$ cat config.mk
export PLATFORM = sky130hd
export DESIGN_NAME = urs_rx_status
export DESIGN_NICKNAME = d
export VERILOG_FILES = /design/src/urs_pkg.sv /design/src/urs_buf_if.sv /design/src/urs_skid_buf.sv /design/src/urs_rx_status.sv
export SDC_FILE = /design/constraint.sdc
export NUM_CORES = 1
export LEC_CHECK = 0
export ABC_AREA = 1
export ABC_CLOCK_PERIOD_IN_PS = 2700
export BUFFER_PORTS_ARGS = -buffer_cell sky130_fd_sc_hd__buf_2
export CAP_MARGIN = 20
export CORE_AREA = 2 2 83 85
export CTS_CLUSTER_SIZE = 10
export DETAILED_ROUTE_END_ITERATION = 6
export DIE_AREA = 0 0 85 87
export GPL_ROUTABILITY_DRIVEN = 0
export PLACE_DENSITY = 0.66
export SETUP_SLACK_MARGIN = 0.2
export SYNTH_ARGS = -nofsm -noshare
export SYNTH_HDL_FRONTEND = slang
export SYNTH_SLANG_ARGS = --single-unit
$ cat constraint.sdc
create_clock -name clk_i -period 2.7 [get_ports clk_i]
set_input_delay 0.54 -clock clk_i [delete_from_list [all_inputs] [get_ports clk_i]]
set_output_delay 0.54 -clock clk_i [all_outputs]
set_load 0.05 [all_outputs]
$ cat src/urs_pkg.sv
// Package of constants and types for the receive status reporting block.
package urs_pkg;

  // Receive event field codes, RXCMD bits 5 to 4.
  localparam logic [1:0] EVT_NONE = 2'h0;
  localparam logic [1:0] EVT_ACTIVE = 2'h1;
  localparam logic [1:0] EVT_DISCON = 2'h2;
  localparam logic [1:0] EVT_ACT_ERR = 2'h3;

  // Line condition codes.
  localparam logic [1:0] LC_00 = 2'h0;
  localparam logic [1:0] LC_01 = 2'h1;
  localparam logic [1:0] LC_10 = 2'h2;
  localparam logic [1:0] LC_11 = 2'h3;

  // Transceiver speed select codes.
  localparam logic [1:0] XS_HIGH = 2'h0;
  localparam logic [1:0] XS_LOW = 2'h2;

  // Operating mode select code for chirp.
  localparam logic [1:0] OM_CHIRP = 2'h2;

  // RXCMD field positions.
  localparam int LC_LSB = 0;
  localparam int SUP_LSB = 2;
  localparam int EVT_LSB = 4;
  localparam int ID_BIT = 6;
  localparam int ALT_BIT = 7;

  // Supply indicator slot numbers inside the three-bit supply vector.
  localparam int SUP_SESS_END = 0;
  localparam int SUP_SESSION_VALID = 1;
  localparam int SUP_A_VLD = 2;

  // Supply state encoding values.
  localparam logic [1:0] SUP_BELOW = 2'h0;
  localparam logic [1:0] SUP_ENDRNG = 2'h1;
  localparam logic [1:0] SUP_SESS = 2'h2;
  localparam logic [1:0] SUP_AVALID = 2'h3;

  // Buffer depth and link bus width.
  localparam int BUF_DEPTH = 2;
  localparam int DATA_W = 8;

  // Link side states.
  typedef enum logic [1:0] {
    URS_IDLE = 2'b00,
    URS_TURN = 2'b01,
    URS_SEND = 2'b10
  } urs_link_e;

endpackage : urs_pkg

$ cat src/urs_buf_if.sv
// Interface carrying command bytes between the reporter and its buffer.
`timescale 1ns/1ps
interface urs_buf_if #(parameter int W = 8);
  logic valid;
  logic ready;
  logic [W-1:0] data;
  modport src (output valid, output data, input ready);
  modport snk (input valid, input data, output ready);
endinterface : urs_buf_if

$ cat src/urs_skid_buf.sv
// Two-entry buffer with valid and ready on both sides.
`timescale 1ns/1ps
module urs_skid_buf #(
  parameter int W = 8
) (
  // Clock and reset.
  input wire logic clk_i,
  input wire logic rst_i,
  // Fill side.
  urs_buf_if.snk in_if,
  // Drain side.
  urs_buf_if.src out_if
);

  logic [W-1:0] mem_q [2];
  logic [W-1:0] mem_d [2];
  logic wr_q, wr_d, rd_q, rd_d;
  logic [1:0] cnt_q, cnt_d;
  logic [W-1:0] rdat_q, rdat_d;
  logic push, pop;

  // Head word is held in a register so the drain side sees flopped data.
  always_comb begin
    push = in_if.valid && (cnt_q != 2'h2);
    pop = out_if.ready && (cnt_q != 2'h0);
    mem_d = mem_q;
    wr_d = wr_q;
    rd_d = rd_q;
    cnt_d = cnt_q;
    if (push) begin
      mem_d[wr_q] = in_if.data;
      wr_d = ~wr_q;
    end
    if (pop) begin
      rd_d = ~rd_q;
    end
    cnt_d = cnt_q + {1'b0, push} - {1'b0, pop};
    rdat_d = mem_d[rd_d];
  end

  always_ff @(posedge clk_i or posedge rst_i) begin
    if (rst_i) begin
      mem_q[0] <= '0;
      mem_q[1] <= '0;
      wr_q <= 1'b0;
      rd_q <= 1'b0;
      cnt_q <= 2'h0;
      rdat_q <= '0;
    end else begin
      mem_q <= mem_d;
      wr_q <= wr_d;
      rd_q <= rd_d;
      cnt_q <= cnt_d;
      rdat_q <= rdat_d;
    end
  end

  // Full and empty come straight from the occupancy count.
  assign in_if.ready = (cnt_q != 2'h2);
  assign out_if.valid = (cnt_q != 2'h0);
  assign out_if.data = rdat_q;

endmodule : urs_skid_buf

$ cat src/urs_rx_status.sv
// Receive status reporter: builds RXCMD bytes and drives them onto the link.
`timescale 1ns/1ps
module urs_rx_status (
  // Clock and reset.
  input wire logic clk_i,
  input wire logic rst_i,
  // Configuration from the control registers.
  input wire logic [1:0] transceiver_speed_select_i,
  input wire logic termination_select_i,
  input wire logic [1:0] operating_mode_select_i,
  input wire logic plus_line_pulldown_i,
  input wire logic minus_line_pulldown_i,
  input wire logic [2:0] rising_irq_enable_i,
  input wire logic [2:0] falling_irq_enable_i,
  input wire logic disconnect_rise_enable_i,
  input wire logic disconnect_fall_enable_i,
  input wire logic fault_polarity_bit_i,
  input wire logic external_supply_indicator_sel_i,
  input wire logic fault_passthrough_bit_i,
  input wire logic supply_drive_enable_i,
  // Analogue front end.
  input wire logic line_plus_i,
  input wire logic line_minus_i,
  input wire logic squelch_i,
  input wire logic hs_diff_rx_i,
  input wire logic [2:0] supply_cmp_i,
  input wire logic ext_fault_i,
  input wire logic id_pin_i,
  input wire logic disconnect_det_i,
  // Receive engine events.
  input wire logic sync_det_i,
  input wire logic rx_byte_valid_i,
  input wire logic [7:0] rx_byte_i,
  input wire logic rx_error_i,
  input wire logic rx_end_i,
  // Link pins.
  input wire logic stp_i,
  output logic dir_o,
  output logic nxt_o,
  output logic [7:0] data_o,
  output logic data_oe_n_o,
  // Status out.
  output logic charge_pump_switch_out_o,
  output logic supply_fault_o,
  output logic [1:0] bus_line_condition_o
);

  urs_buf_if #(.W(urs_pkg::DATA_W)) fill_if ();
  urs_buf_if #(.W(urs_pkg::DATA_W)) drain_if ();

  urs_skid_buf #(.W(urs_pkg::DATA_W)) u_buf (
    .clk_i(clk_i),
    .rst_i(rst_i),
    .in_if(fill_if),
    .out_if(drain_if)
  );

  // Line condition decode, used for the RXCMD byte and the status port.
  function automatic logic [1:0] line_code(input logic host, input logic [1:0] xs,
                                           input logic ts, input logic [1:0] om,
                                           input logic dp, input logic dm,
                                           input logic sq, input logic hsd);
    logic [1:0] fs;
    fs = {dm, dp};
    line_code = fs;
    if (xs == urs_pkg::XS_HIGH) begin
      // Chirp is set by termination on a peripheral, by mode on a host.
      if (sq) begin
        line_code = urs_pkg::LC_00;
      end else if ((!host && ts) || (host && om == urs_pkg::OM_CHIRP)) begin
        line_code = hsd ? urs_pkg::LC_01 : urs_pkg::LC_10;
      end else begin
        line_code = urs_pkg::LC_01;
      end
    end else if (host && xs == urs_pkg::XS_LOW) begin
      // Low speed K and full speed J both have the plus line high, so the raw pair stands.
      line_code = fs;
    end
    // Peripheral low speed has no own encoding and falls back to full speed.
  endfunction : line_code

  logic host_mode;
  logic [1:0] line_now;
  logic [1:0] sup_now;
  logic fault_q, fault_d;
  logic pump_q, pump_d;
  logic [1:0] line_q, line_d;
  logic [2:0] sup_q, sup_d;
  logic disc_q, disc_d;
  logic rx_act_q, rx_act_d;
  logic err_q, err_d;
  logic pend_q, pend_d;
  logic [1:0] evt_now;
  logic sup_hit;
  logic disc_hit;

  // Role and supply state follow the pull-downs and comparators.
  always_comb begin
    host_mode = plus_line_pulldown_i && minus_line_pulldown_i;
    line_now = line_code(host_mode, transceiver_speed_select_i, termination_select_i,
                         operating_mode_select_i, line_plus_i, line_minus_i, squelch_i,
                         hs_diff_rx_i);
    if (supply_cmp_i[urs_pkg::SUP_A_VLD]) begin
      sup_now = urs_pkg::SUP_AVALID;
    end else if (supply_cmp_i[urs_pkg::SUP_SESSION_VALID]) begin
      sup_now = urs_pkg::SUP_SESS;
    end else if (!supply_cmp_i[urs_pkg::SUP_SESS_END]) begin
      sup_now = urs_pkg::SUP_ENDRNG;
    end else begin
      sup_now = urs_pkg::SUP_BELOW;
    end
    // Supply change counts only through an enabled edge.
    sup_hit = |((supply_cmp_i & ~sup_q & rising_irq_enable_i) |
                (~supply_cmp_i & sup_q & falling_irq_enable_i));
    disc_hit = host_mode && ((disconnect_det_i && !disc_q && disconnect_rise_enable_i) ||
               (!disconnect_det_i && disc_q && disconnect_fall_enable_i));
    // Error outranks disconnect so receive events are never hidden.
    if (err_q) begin
      evt_now = urs_pkg::EVT_ACT_ERR;
    end else if (rx_act_q) begin
      evt_now = urs_pkg::EVT_ACTIVE;
    end else if (host_mode && disc_q) begin
      evt_now = urs_pkg::EVT_DISCON;
    end else begin
      evt_now = urs_pkg::EVT_NONE;
    end
  end

  // Tracked state; line changes, enabled supply and disconnect edges and receive error or end trigger a new RXCMD.
  always_comb begin
    fault_d = fault_passthrough_bit_i ? (ext_fault_i ^ fault_polarity_bit_i) :
              ((ext_fault_i ^ fault_polarity_bit_i) && !supply_cmp_i[urs_pkg::SUP_A_VLD]);
    if (!external_supply_indicator_sel_i) begin
      fault_d = 1'b0;
    end
    pump_d = supply_drive_enable_i && !fault_q;
    line_d = line_now;
    sup_d = supply_cmp_i;
    disc_d = host_mode ? disconnect_det_i : 1'b0;
    rx_act_d = rx_act_q;
    err_d = err_q;
    if (sync_det_i) begin
      rx_act_d = 1'b1;
      err_d = 1'b0;
    end else if (rx_end_i || stp_i) begin
      rx_act_d = 1'b0;
      err_d = 1'b0;
    end
    if (rx_error_i && rx_act_q) begin
      err_d = 1'b1;
    end
    // A pending report stays set until the buffer takes a byte; new hits win.
    pend_d = (pend_q && !fill_if.ready) || sup_hit || disc_hit || (line_now != line_q) ||
             (rx_error_i && rx_act_q) || (rx_end_i && rx_act_q);
  end

  // The byte offered to the buffer is built from the current state.
  always_comb begin
    fill_if.valid = pend_q;
    fill_if.data = '0;
    fill_if.data[urs_pkg::LC_LSB +: 2] = line_q;
    fill_if.data[urs_pkg::SUP_LSB +: 2] = sup_now;
    fill_if.data[urs_pkg::EVT_LSB +: 2] = evt_now;
    fill_if.data[urs_pkg::ID_BIT] = id_pin_i;
    fill_if.data[urs_pkg::ALT_BIT] = 1'b0;
  end

  always_ff @(posedge clk_i or posedge rst_i) begin
    if (rst_i) begin
      fault_q <= 1'b0;
      pump_q <= 1'b0;
      line_q <= urs_pkg::LC_00;
      sup_q <= 3'h0;
      disc_q <= 1'b0;
      rx_act_q <= 1'b0;
      err_q <= 1'b0;
      pend_q <= 1'b0;
    end else begin
      fault_q <= fault_d;
      pump_q <= pump_d;
      line_q <= line_d;
      sup_q <= sup_d;
      disc_q <= disc_d;
      rx_act_q <= rx_act_d;
      err_q <= err_d;
      pend_q <= pend_d;
    end
  end

  // Link side: turn-around cycle, then RXCMD bytes or received data.
  urs_pkg::urs_link_e st_q, st_d;
  logic dir_d, nxt_d, oe_n_d;
  logic [7:0] dat_d;
  // Last status byte sent; any idle cycle with the bus turned repeats it, never stale data.
  logic [7:0] last_cmd_q, last_cmd_d;

  always_comb begin
    st_d = st_q;
    dir_d = dir_o;
    nxt_d = 1'b0;
    oe_n_d = data_oe_n_o;
    dat_d = data_o;
    last_cmd_d = last_cmd_q;
    drain_if.ready = 1'b0;
    case (st_q)
      urs_pkg::URS_IDLE: begin
        if (sync_det_i) begin
          dir_d = 1'b1;
          nxt_d = 1'b1;
          st_d = urs_pkg::URS_TURN;
        end else if (drain_if.valid) begin
          dir_d = 1'b1;
          st_d = urs_pkg::URS_TURN;
        end
      end
      urs_pkg::URS_TURN: begin
        oe_n_d = 1'b0;
        dat_d = last_cmd_q;
        st_d = urs_pkg::URS_SEND;
      end
      urs_pkg::URS_SEND: begin
        if (rx_act_q && rx_byte_valid_i && !rx_error_i) begin
          dat_d = rx_byte_i;
          nxt_d = 1'b1;
        end else if (drain_if.valid) begin
          dat_d = drain_if.data;
          last_cmd_d = drain_if.data;
          drain_if.ready = 1'b1;
        end else if (!rx_act_q) begin
          dir_d = 1'b0;
          oe_n_d = 1'b1;
          st_d = urs_pkg::URS_IDLE;
        end else begin
          // With NXT low the link reads the bus as status, so a received byte must not linger.
          dat_d = last_cmd_q;
        end
      end
      default: begin
        st_d = urs_pkg::URS_IDLE;
      end
    endcase
  end

  always_ff @(posedge clk_i or posedge rst_i) begin
    if (rst_i) begin
      st_q <= urs_pkg::URS_IDLE;
      last_cmd_q <= 8'h00;
      dir_o <= 1'b0;
      nxt_o <= 1'b0;
      data_o <= 8'h00;
      data_oe_n_o <= 1'b1;
      charge_pump_switch_out_o <= 1'b0;
      supply_fault_o <= 1'b0;
      bus_line_condition_o <= urs_pkg::LC_00;
    end else begin
      st_q <= st_d;
      last_cmd_q <= last_cmd_d;
      dir_o <= dir_d;
      nxt_o <= nxt_d;
      data_o <= dat_d;
      data_oe_n_o <= oe_n_d;
      charge_pump_switch_out_o <= pump_q;
      supply_fault_o <= fault_q;
      bus_line_condition_o <= line_q;
    end
  end

endmodule : urs_rx_status

### Word level (Yosys, flattened, before mapping)

Cells that the tools add are included.

| cells by class | value |
|---|---|
| reductions and logical operators | 47 |
| divide/modulo/power cells | 0 |
| bitwise logic cells | 13 |
| shifts and indexed selects | 0 |
| order comparisons | 3 |
| add/subtract/negate cells | 2 |
| muxes and demuxes | 51 |
| multiply operators | 0 |
| equal/unequal tests | 10 |

Operators with widths:

| cell | number |
|---|---|
| $mux W8 | 7 |
| $mux W2 | 14 |
| $mux W1 | 22 |
| $logic_and A1 B1 Y1 | 19 |
| $bwmux W16 | 1 |
| $mux W16 | 1 |
| $pmux W8 S2 | 1 |
| $and A3 B3 Y3 | 4 |
| $demux W8 S1 | 1 |
| $logic_or A1 B1 Y1 | 8 |
| $ne A2 B2 Y1 const B | 4 |
| $reduce_and A4 Y1 | 2 |
| $reduce_bool A2 Y1 | 4 |
| $logic_not A1 Y1 | 7 |
| $not A3 Y3 | 2 |
| $pmux W1 S2 | 3 |
| $pmux W2 S3 | 1 |
| $reduce_and A5 Y1 | 1 |
| $eq A2 B2 Y1 const B | 2 |
| $ge A2 B2 Y1 const B | 2 |
| $logic_not A2 Y1 | 2 |
| $ne A4 B4 Y1 const B | 1 |
| $not A1 Y2 | 2 |
| $ne A3 B3 Y1 const B | 1 |
| other kinds (12) | 14 |

| storage, ports and cells | value |
|---|---|
| latch bits | 0 |
| register bits | 64 |
| RAM bits | 0 |
| output and inout port bits | 15 |
| memories | 0 |
| memory bits (read-only) | 0 |
| logic and storage cells | 149 |

### Logic depth before layout (Yosys ltp)

Gate-level depths: netlist of the first run.

| logic depth | value |
|---|---|
| depth in word-level cells | 11 |
| depth in mapped cells | 10 |
| mapped depth without buffers | 10 |

### Hierarchy

From an unflattened synthesis of the first run, not the netlist that was laid out.

| unflattened totals | value |
|---|---|
| cells, all modules | 374 |
| area total of the unflattened synthesis | 3123.0 um^2 |

By module, submodules not included:

| module | area an instance (um^2) | sequential area each (um^2) | cells each | instances |
|---|---|---|---|---|
| urs_rx_status | 1750.4 | 902.1 | 197 | 1 |
| urs_skid_buf | 1372.6 | 700.7 | 177 | 1 |

### Worst setup path after synthesis of the first run

Ideal clock, no wire load.

| timing | value |
|---|---|
| path kind | reg2reg |
| start | reg st_q[0] |
| end | reg u_buf.cnt_q[1] |
| cell stages (with the launch flop) | 10 |
| path buffers | 1 |
| clock period less this slack | 1.709 ns |
| arrival time | 1.587 ns |
| data required time | 2.577 ns |
| setup slack | 0.991 ns |
| setup time | 0.123 ns |
| path through | dfrtp_1 inv_1 ha_1 nand2_4 nor2_4 buf_6 ha_1 inv_1 ha_1 xnor2_1 |

| on the way | value |
|---|---|
| cells in the longest elaborated chain, start to end | 4 |

Ends and longest elaborated chain:

| what | RTL line | RTL |
|---|---|---|
| from (decl) | urs_rx_status.sv:191 | `urs_pkg::urs_link_e st_q, st_d;` |
| from (signal assigned) | urs_rx_status.sv:246 | `st_q <= urs_pkg::URS_IDLE;` |
| from (signal assigned) | urs_rx_status.sv:256 | `st_q <= st_d;` |
| $eq A2 B2 Y1 | urs_rx_status.sv:205 | `case (st_q)` |
| $mux W1 | urs_rx_status.sv:205 |  |
| $logic_and A1 B1 Y1 | urs_skid_buf.sv:25 | `pop = out_if.ready && (cnt_q != 2'h0);` |
| $sub A2 B1 Y2 | urs_skid_buf.sv:37 | `cnt_d = cnt_q + {1'b0, push} - {1'b0, pop};` |
| via u_buf.cnt_d[1] | urs_skid_buf.sv:18 | `logic [1:0] cnt_q, cnt_d;` |
| to (signal assigned) | urs_skid_buf.sv:53 | `cnt_q <= cnt_d;` |
| to (decl) | urs_skid_buf.sv:18 |  |

The timed path passes the listed nets, and every way through them passes these cells.
A chain may end at the register's enable or synchronous reset.

### Worst setup path after layout of the first run

| timing | value |
|---|---|
| start | reg st_q[0] |
| end | reg u_buf.rdat_q[5], in the netlist u_buf.out_if.data[5] |

| on the way | value |
|---|---|
| cells in the longest elaborated chain, start to end | 8 |

Ends and longest elaborated chain:

| what | RTL line | RTL |
|---|---|---|
| $eq A2 B2 Y1 | urs_rx_status.sv:205 |  |
| $mux W1 | urs_rx_status.sv:205 |  |
| $logic_and A1 B1 Y1 | urs_skid_buf.sv:25 |  |
| $mux W1 | urs_skid_buf.sv:34 | `if (pop) begin` |
| $not A1 Y2 (implied by the code) | urs_skid_buf.sv:38 | `rdat_d = mem_d[rd_d];` |
| $mux W8 (implied by the code) (3 in a row) | urs_skid_buf.sv:38 |  |
| via u_buf.rdat_d[5] | urs_skid_buf.sv:19 | `logic [W-1:0] rdat_q, rdat_d;` |
| to (signal assigned) | urs_skid_buf.sv:54 | `rdat_q <= rdat_d;` |
| to (decl) | urs_skid_buf.sv:19 |  |

The timed path passes the listed nets, and every way through them passes these cells. The select of a mux whose other input is x is not followed.

==> results.sh, run 1 <==
export IMPL_fin_setup_tns_ns=0
export IMPL_cts_hold_fix_buffers=0
export IMPL_clkLatencyLatePin_ns=0.34
export IMPL_p_sw_mw=1.65
export IMPL_synth_area_leaders="dfrtp_1, nand2_1, inv_1, a21oi_1, nand3_1"
export IMPL_power_mw=3.88
export IMPL_drv_cap=0
export IMPL_register_area_um2=1600
export IMPL_slew_headroom_pct=48.8
export IMPL_synthMuxAreaShare_pct=0
export IMPL_dp_cells=463
export IMPL_wl_per_cell_um=11.2
export IMPL_synth_edf_count=0
export IMPL_post_synth_cell_area_avg_um2=8.59
export IMPL_grt_pass1_wl_mm=9.54
export IMPL_portBuffers=58
export IMPL_max_freq_mhz=518
export IMPL_report_final_setup_viol=0
export IMPL_grt_max_degree=65
export IMPL_drtIter0Drc=104
export IMPL_routed_via_count=2177
export IMPL_switching_share_pct=42.6
export IMPL_leakagePower_nw=1.85
export IMPL_clockBufferDepth=2
export IMPL_root_buffer="clkbuf_8"
export IMPL_worst_ep_arrival_time_ns=2.21
export IMPL_clkPwrFrac_pct=18.4
export IMPL_track_usage_pct=16.4
export IMPL_synth_top_family_by_area="simple AND/OR/NAND/NOR gates"
export IMPL_synth_seq_cells=64
export IMPL_synthSimpleGateAreaFrac_pct=25.1
export IMPL_viasPerCell=4.55
export IMPL_multiInputGateArea_um2=1040
export IMPL_synthesis_area_um2=2830
export IMPL_path_max_fanout=11
export IMPL_initial_core_util_pct=43.0
export IMPL_wirelength_mm=5.35
export IMPL_r2r_cells=10
export IMPL_synth_fa_ha_area_share_pct=2.65
export IMPL_comb_power_share_pct=43.6
export IMPL_htreeDepth=3
export IMPL_run_status="finished clean"
export IMPL_die_h_um=87
export IMPL_drv_slew=0
export IMPL_die_area_um2=7400
export IMPL_layout_worst_path_cycle_share_pct=71.4
export IMPL_worstMarginPinSlew_ns=0.769
export IMPL_clock_skew_ns=0.00552
export IMPL_core_area_um2=6570
export IMPL_cp_data_required_time_ns=2.98
export IMPL_die_w_um=85
export IMPL_cts_resized=0
export IMPL_hpwl_mm=3.97
export IMPL_synthFlopType="dfrtp_1"
export IMPL_critPathLaunch="st_q[0]"
export IMPL_grt_setup_unrepaired="no"
export IMPL_post_cts_buffers=0
export IMPL_fin_nets=444
export IMPL_netlist_instances=329
export IMPL_grt_pass1_vias=2167
export IMPL_yosysSeqAreaShare_pct=56.7
export IMPL_cts_tree="built"
export IMPL_drcViolationCount=0
export IMPL_r2r_end="u_buf.out_if.data[5]"
export IMPL_drive_gt1_share_pct=22.4
export IMPL_timing_rr_start="st_q[0]"
export IMPL_overflow=0
export IMPL_pwr_share_seq_pct=38.1
export IMPL_synth_compound_area_share_pct=7.96
export IMPL_hold_viol_final=0
export IMPL_r2r_slack_ns=0.77
export IMPL_n_antenna_cell=0
export IMPL_drt_antenna_violating_nets=0
export IMPL_stdcell_count=478
export IMPL_synth_nets=379
export IMPL_fin_crit_ns=1.93
export IMPL_cts_sinks=64
export IMPL_fill_cells=631
export IMPL_ir_worst_vdd_uv=614
export IMPL_cp_end_kind="flop"
export IMPL_cts_buffers=9
export IMPL_num_rows=30
export IMPL_async_flop_share_pct=100
export IMPL_power_internal_mw=2.22
export IMPL_synth_distinct_cells=25
export IMPL_crit_end="u_buf.out_if.data[5]"
export IMPL_start_kind="flop"
export IMPL_path_class="flop to flop"
export IMPL_ys_warn_count=0
export IMPL_p_per_area_nw_per_um2=1160
export IMPL_synth_xor_area_share_pct=0.929
export IMPL_synth_top_area_share_pct=55.8
export IMPL_clkTransAtPathRegs_ns=0.06
export IMPL_num_io_pins=59
export IMPL_antenna_found_initial=0
export IMPL_netlist_top_cell_by_area="dfrtp_1"
export IMPL_firstDrtPassIters=4
export IMPL_area_delta_synth_final_pct=18.3
export IMPL_hold_class="primary input to flop"
-- critical path: stages (launching register included) --
cell,delay (ns)
dfrtp_1,0.41
inv_1,0.09
ha_1,0.27
nand2_4,0.13
nor2_4,0.25
inv_2,0.14
nand2_1,0.10
nand2_2,0.14
inv_1,0.21
nand2_1,0.08
nand2_1,0.07
-- power by group through the flow --
| stage | sequential, mW | combinational [mW] | clock (mW) |
|---|---|---|---|
| finish | 1.48 | 1.69 | 0.711 |
| detailed placement | 1.49 | 1.71 | 0 |
| global route | 1.52 | 1.94 | 0.773 |
| floorplan | 1.77 | 1.12 | 0 |
| global placement | 1.48 | 1.67 | 0 |
| CTS | 1.48 | 1.71 | 0.731 |
-- synth_stat cells, types with 2 or more instances --
master,instances
nand2_1,124
dfrtp_1,63
inv_1,31
a21oi_1,19
nand3_1,19
nor2_1,19
o21ai_0,16
ha_1,6
inv_2,5
buf_6,4
nand2_2,3
nor2_2,3
xnor2_1,3
nand2_4,2
o21ai_2,2
-- layout by cell type (no fill, tap or decap), types with 2 or more instances in the layout --
cell / n
inv_1: 30
a21oi_1: 19
dfrtp_1: 63
nand2_2: 3
clkbuf_1: 4
buf_2: 58
nor2_1: 19
nand2_4: 2
nand2_1: 124
clkbuf_8: 11
ha_1: 6
buf_4: 2
o21ai_2: 2
nand3_1: 19
nor2_2: 3
xnor2_1: 3
inv_2: 6
o21ai_0: 16
-- flip-flops by register name, summed over array words and instances, names as in the netlist, 2 cells and up --
| name | cells |
|---|---|
| u_buf.out_if.data | 8 |
| u_buf.cnt_q | 2 |
| bus_line_condition_o | 2 |
| line_q | 2 |
| last_cmd_q | 8 |
| sup_q | 3 |
| st_q | 2 |
| u_buf.mem_q | 16 |
| data_o | 8 |
-- kinds of logic after synthesis --
group | after synthesis
buf+inv | 42
flops | 64
fa+ha+maj | 6
compound gates | 42
xor+xnor | 3
simple gates | 172
-- final cells by class --
class	instances	share of cell area (%)
flip-flops and latches	64	47.9
clock buffers	15	4.97
inverters	36	4.04
repair buffers	60	9.12
multi-input cells	223	31.0
well taps	80	2.99
-- per-stage QoR --
stage	hold slack [ns]	setup slack, ns	util (%)	cell area, um2
final	0.332	0.771	50.9	3350
after global placement	0.332	0.809	48.4	3180
after detailed placement	0.341	0.762	48.4	3180
after CTS	0.321	0.753	50.9	3350
after floorplan	0.331	0.564	-	2830
after global routing	0.324	0.522	50.9	3350
-- worst min-delay path by stage --
stage / from / end / slack [ns] / cells past startpoint
floorplan: pump_q / charge_pump_switch_out_o / 0.33 / 0
global placement: pump_q / charge_pump_switch_out_o / 0.33 / 0
detailed placement: pump_q / charge_pump_switch_out_o / 0.34 / 0
CTS: supply_cmp_i[2] / sup_q[2] / 0.32 / 1
global route: supply_cmp_i[0] / sup_q[0] / 0.32 / 1
finish: supply_cmp_i[0] / sup_q[0] / 0.33 / 1
-- metal layers --
metal  vias up  global-route usage [%]  wire [um]
li1       1160                       -          -
met4         0                    8.66        125
met3         9                    3.13        208
met2        38                    27.4       2530
met1       970                    20.3       2480
met5         -                       0          0
Power figures use the tool's default switching activity.
==> inputs of run 2 (changes only) <==
Settings changed: ABC_CLOCK_PERIOD_IN_PS 2700 to 1980.
Clock period 2.7 ns to 1.98 ns, I/O delays scaled along.
==> run 2 against run 1 <==
  * Maximum frequency is 15% higher
  * Register-to-register slack worse by 0.47 ns
  * Highest routed layer unchanged
  * Critical endpoint is now u_buf.cnt_q[1]
  * Die area unchanged
==> results.sh, run 2 (same netlist as run 1, synthesis figures left out) <==
export IMPL_worstPathCellList="inv_2, ha_4, nand2_8, nor2_4, ha_1, inv_1, ha_1, xnor2_1"
export IMPL_cts_buffers=9
export IMPL_portBuffers=58
export IMPL_wirelength_mm=5.64
export IMPL_critPathSlowestCell="dfrtp_1"
export IMPL_path_max_fanout=10
export IMPL_drive_gt1_share_pct=24.7
export IMPL_crit_cells=8
export IMPL_leakagePower_nw=1.88
export IMPL_drv_cap=0
export IMPL_critical_path_top_delay_family="adder cells"
export IMPL_cp_end_kind="flop"
export IMPL_grt_pass1_vias=2336
export IMPL_overflow=0
export IMPL_track_usage_pct=17.5
export IMPL_start_kind="flop"
export IMPL_area_delta_synth_final_pct=21.2
export IMPL_drcViolationCount=0
export IMPL_clock_skew_ns=0.00437
export IMPL_p_per_area_nw_per_um2=1580
export IMPL_num_rows=30
export IMPL_path_buf_inv=2
export IMPL_final_cell_mix="nand2_1, dfrtp_1, buf_2"
export IMPL_max_freq_mhz=594
export IMPL_worstMarginPinSlew_ns=0.389
export IMPL_clockBufferDepth=2
export IMPL_htreeDepth=3
export IMPL_die_h_um=87
export IMPL_cp_data_required_time_ns=2.23
export IMPL_wl_per_cell_um=11.6
export IMPL_report_final_setup_viol=0
export IMPL_clkLatencyLatePin_ns=0.33
export IMPL_cts_tree="built"
export IMPL_drt_antenna_violating_nets=0
export IMPL_crit_path_frequent_cell="ha_1"
export IMPL_multiInputGateArea_um2=1060
export IMPL_worst_ep_arrival_time_ns=1.94
export IMPL_routed_via_count=2266
export IMPL_n_antenna_cell=0
export IMPL_cts_sinks=64
export IMPL_largest_reg_flops=16
export IMPL_drtIter0Drc=134
export IMPL_die_w_um=85
export IMPL_run_status="finished clean"
export IMPL_grt_pass1_wl_mm=10.1
export IMPL_die_area_um2=7400
export IMPL_grt_max_degree=36
export IMPL_clkTransAtPathRegs_ns=0.06
export IMPL_firstDrtPassIters=4
export IMPL_r2r_cells=8
export IMPL_initial_core_util_pct=43.0
export IMPL_antenna_found_initial=0
export IMPL_placed_area_um2=3210
export IMPL_grt_setup_unrepaired="no"
export IMPL_num_io_pins=59
export IMPL_cts_hold_fix_buffers=0
export IMPL_fin_area_um2=3430
export IMPL_viasPerCell=4.67
export IMPL_drv_slew=0
export IMPL_fill_cells=642
export IMPL_register_area_um2=1600
export IMPL_crit_path_max_incr_delay_ns=0.42
export IMPL_core_area_um2=6570
export IMPL_fin_setup_tns_ns=0
export IMPL_regMostFlops="u_buf.mem_q"
export IMPL_root_buffer="clkbuf_8"
export IMPL_layout_worst_path_cycle_share_pct=85.1
export IMPL_path_class="flop to flop"
export IMPL_hpwl_mm=4.25
export IMPL_fin_crit_ns=1.68
export IMPL_slew_headroom_pct=74.1
export IMPL_layout_commonest_cell="nand2_1"
export IMPL_fin_nets=450
export IMPL_hold_viol_final=0
export IMPL_ir_worst_vdd_uv=983
export IMPL_hold_class="primary input to asynchronous set/reset pin"
## run 2: path summary, 6_finish.rpt
path,start,endpoint,slack (ns)
setup / recovery,st_q[0],u_buf.cnt_q[1],0.30
hold / removal,rst_i,st_q[1],0.04
min in group clk_i,supply_cmp_i[2],sup_q[2],0.19
hold reg to reg,pump_q,charge_pump_switch_out_o,0.36
max in group asynchronous,rst_i,sup_q[1],1.43
setup reg to reg,st_q[0],u_buf.cnt_q[1],0.30
## run 2: cell type report
| cell class | count | share of cell area (%) |
|---|---|---|
| Tap cell | 80 | 2.92 |
| Inverter | 36 | 4.05 |
| Sequential cell | 64 | 46.8 |
| Clock buffer | 13 | 4.34 |
| Clock inverter | 3 | 0.511 |
| Timing Repair Buffer | 66 | 10.6 |
| Multi-Input combinational cell | 223 | 30.8 |
## run 2: power by group
group          leakage (nW)  internal [mW]  switching [mW]
registers             0.784           1.81           0.205
clock network        0.0834          0.485           0.468
logic                  1.01          0.788            1.67
## run 2: routing by layer
metal  global-route usage (%)  up-vias  share of wire, %
met5                        0        -                 0
met4                     9.67        0               2.6
met3                     3.22       11               3.7
met2                     29.8       47                49
met1                     20.9     1039                45
li1                         -     1169                 -
## run 2: stage by stage
stage	hold WS [ns]	instances	setup slack, ns	util [%]	total power [mW]
3_5_place_dp	0.340	465	0.109	48.9	4.41
6_report	0.0362	485	0.296	52.2	5.43
5_1_grt	0.0433	485	0.195	52.2	5.93
3_3_place_gp	0.333	465	0.203	48.9	4.32
2_1_floorplan	0.331	329	0.271	-	3.94
4_1_cts	0.0295	483	0.237	51.8	5.44
## run 2: what timing repair did
| action | CTS | global route |
|---|---|---|
| setup endpoints to repair | 11 | 9 |
| resized for setup | 3 | 2 |
| buffers inserted | 2 | 2 |
| hold endpoints to repair | 0 | 0 |
| pin swaps | 1 | 1 |
| cloned | 0 | 0 |
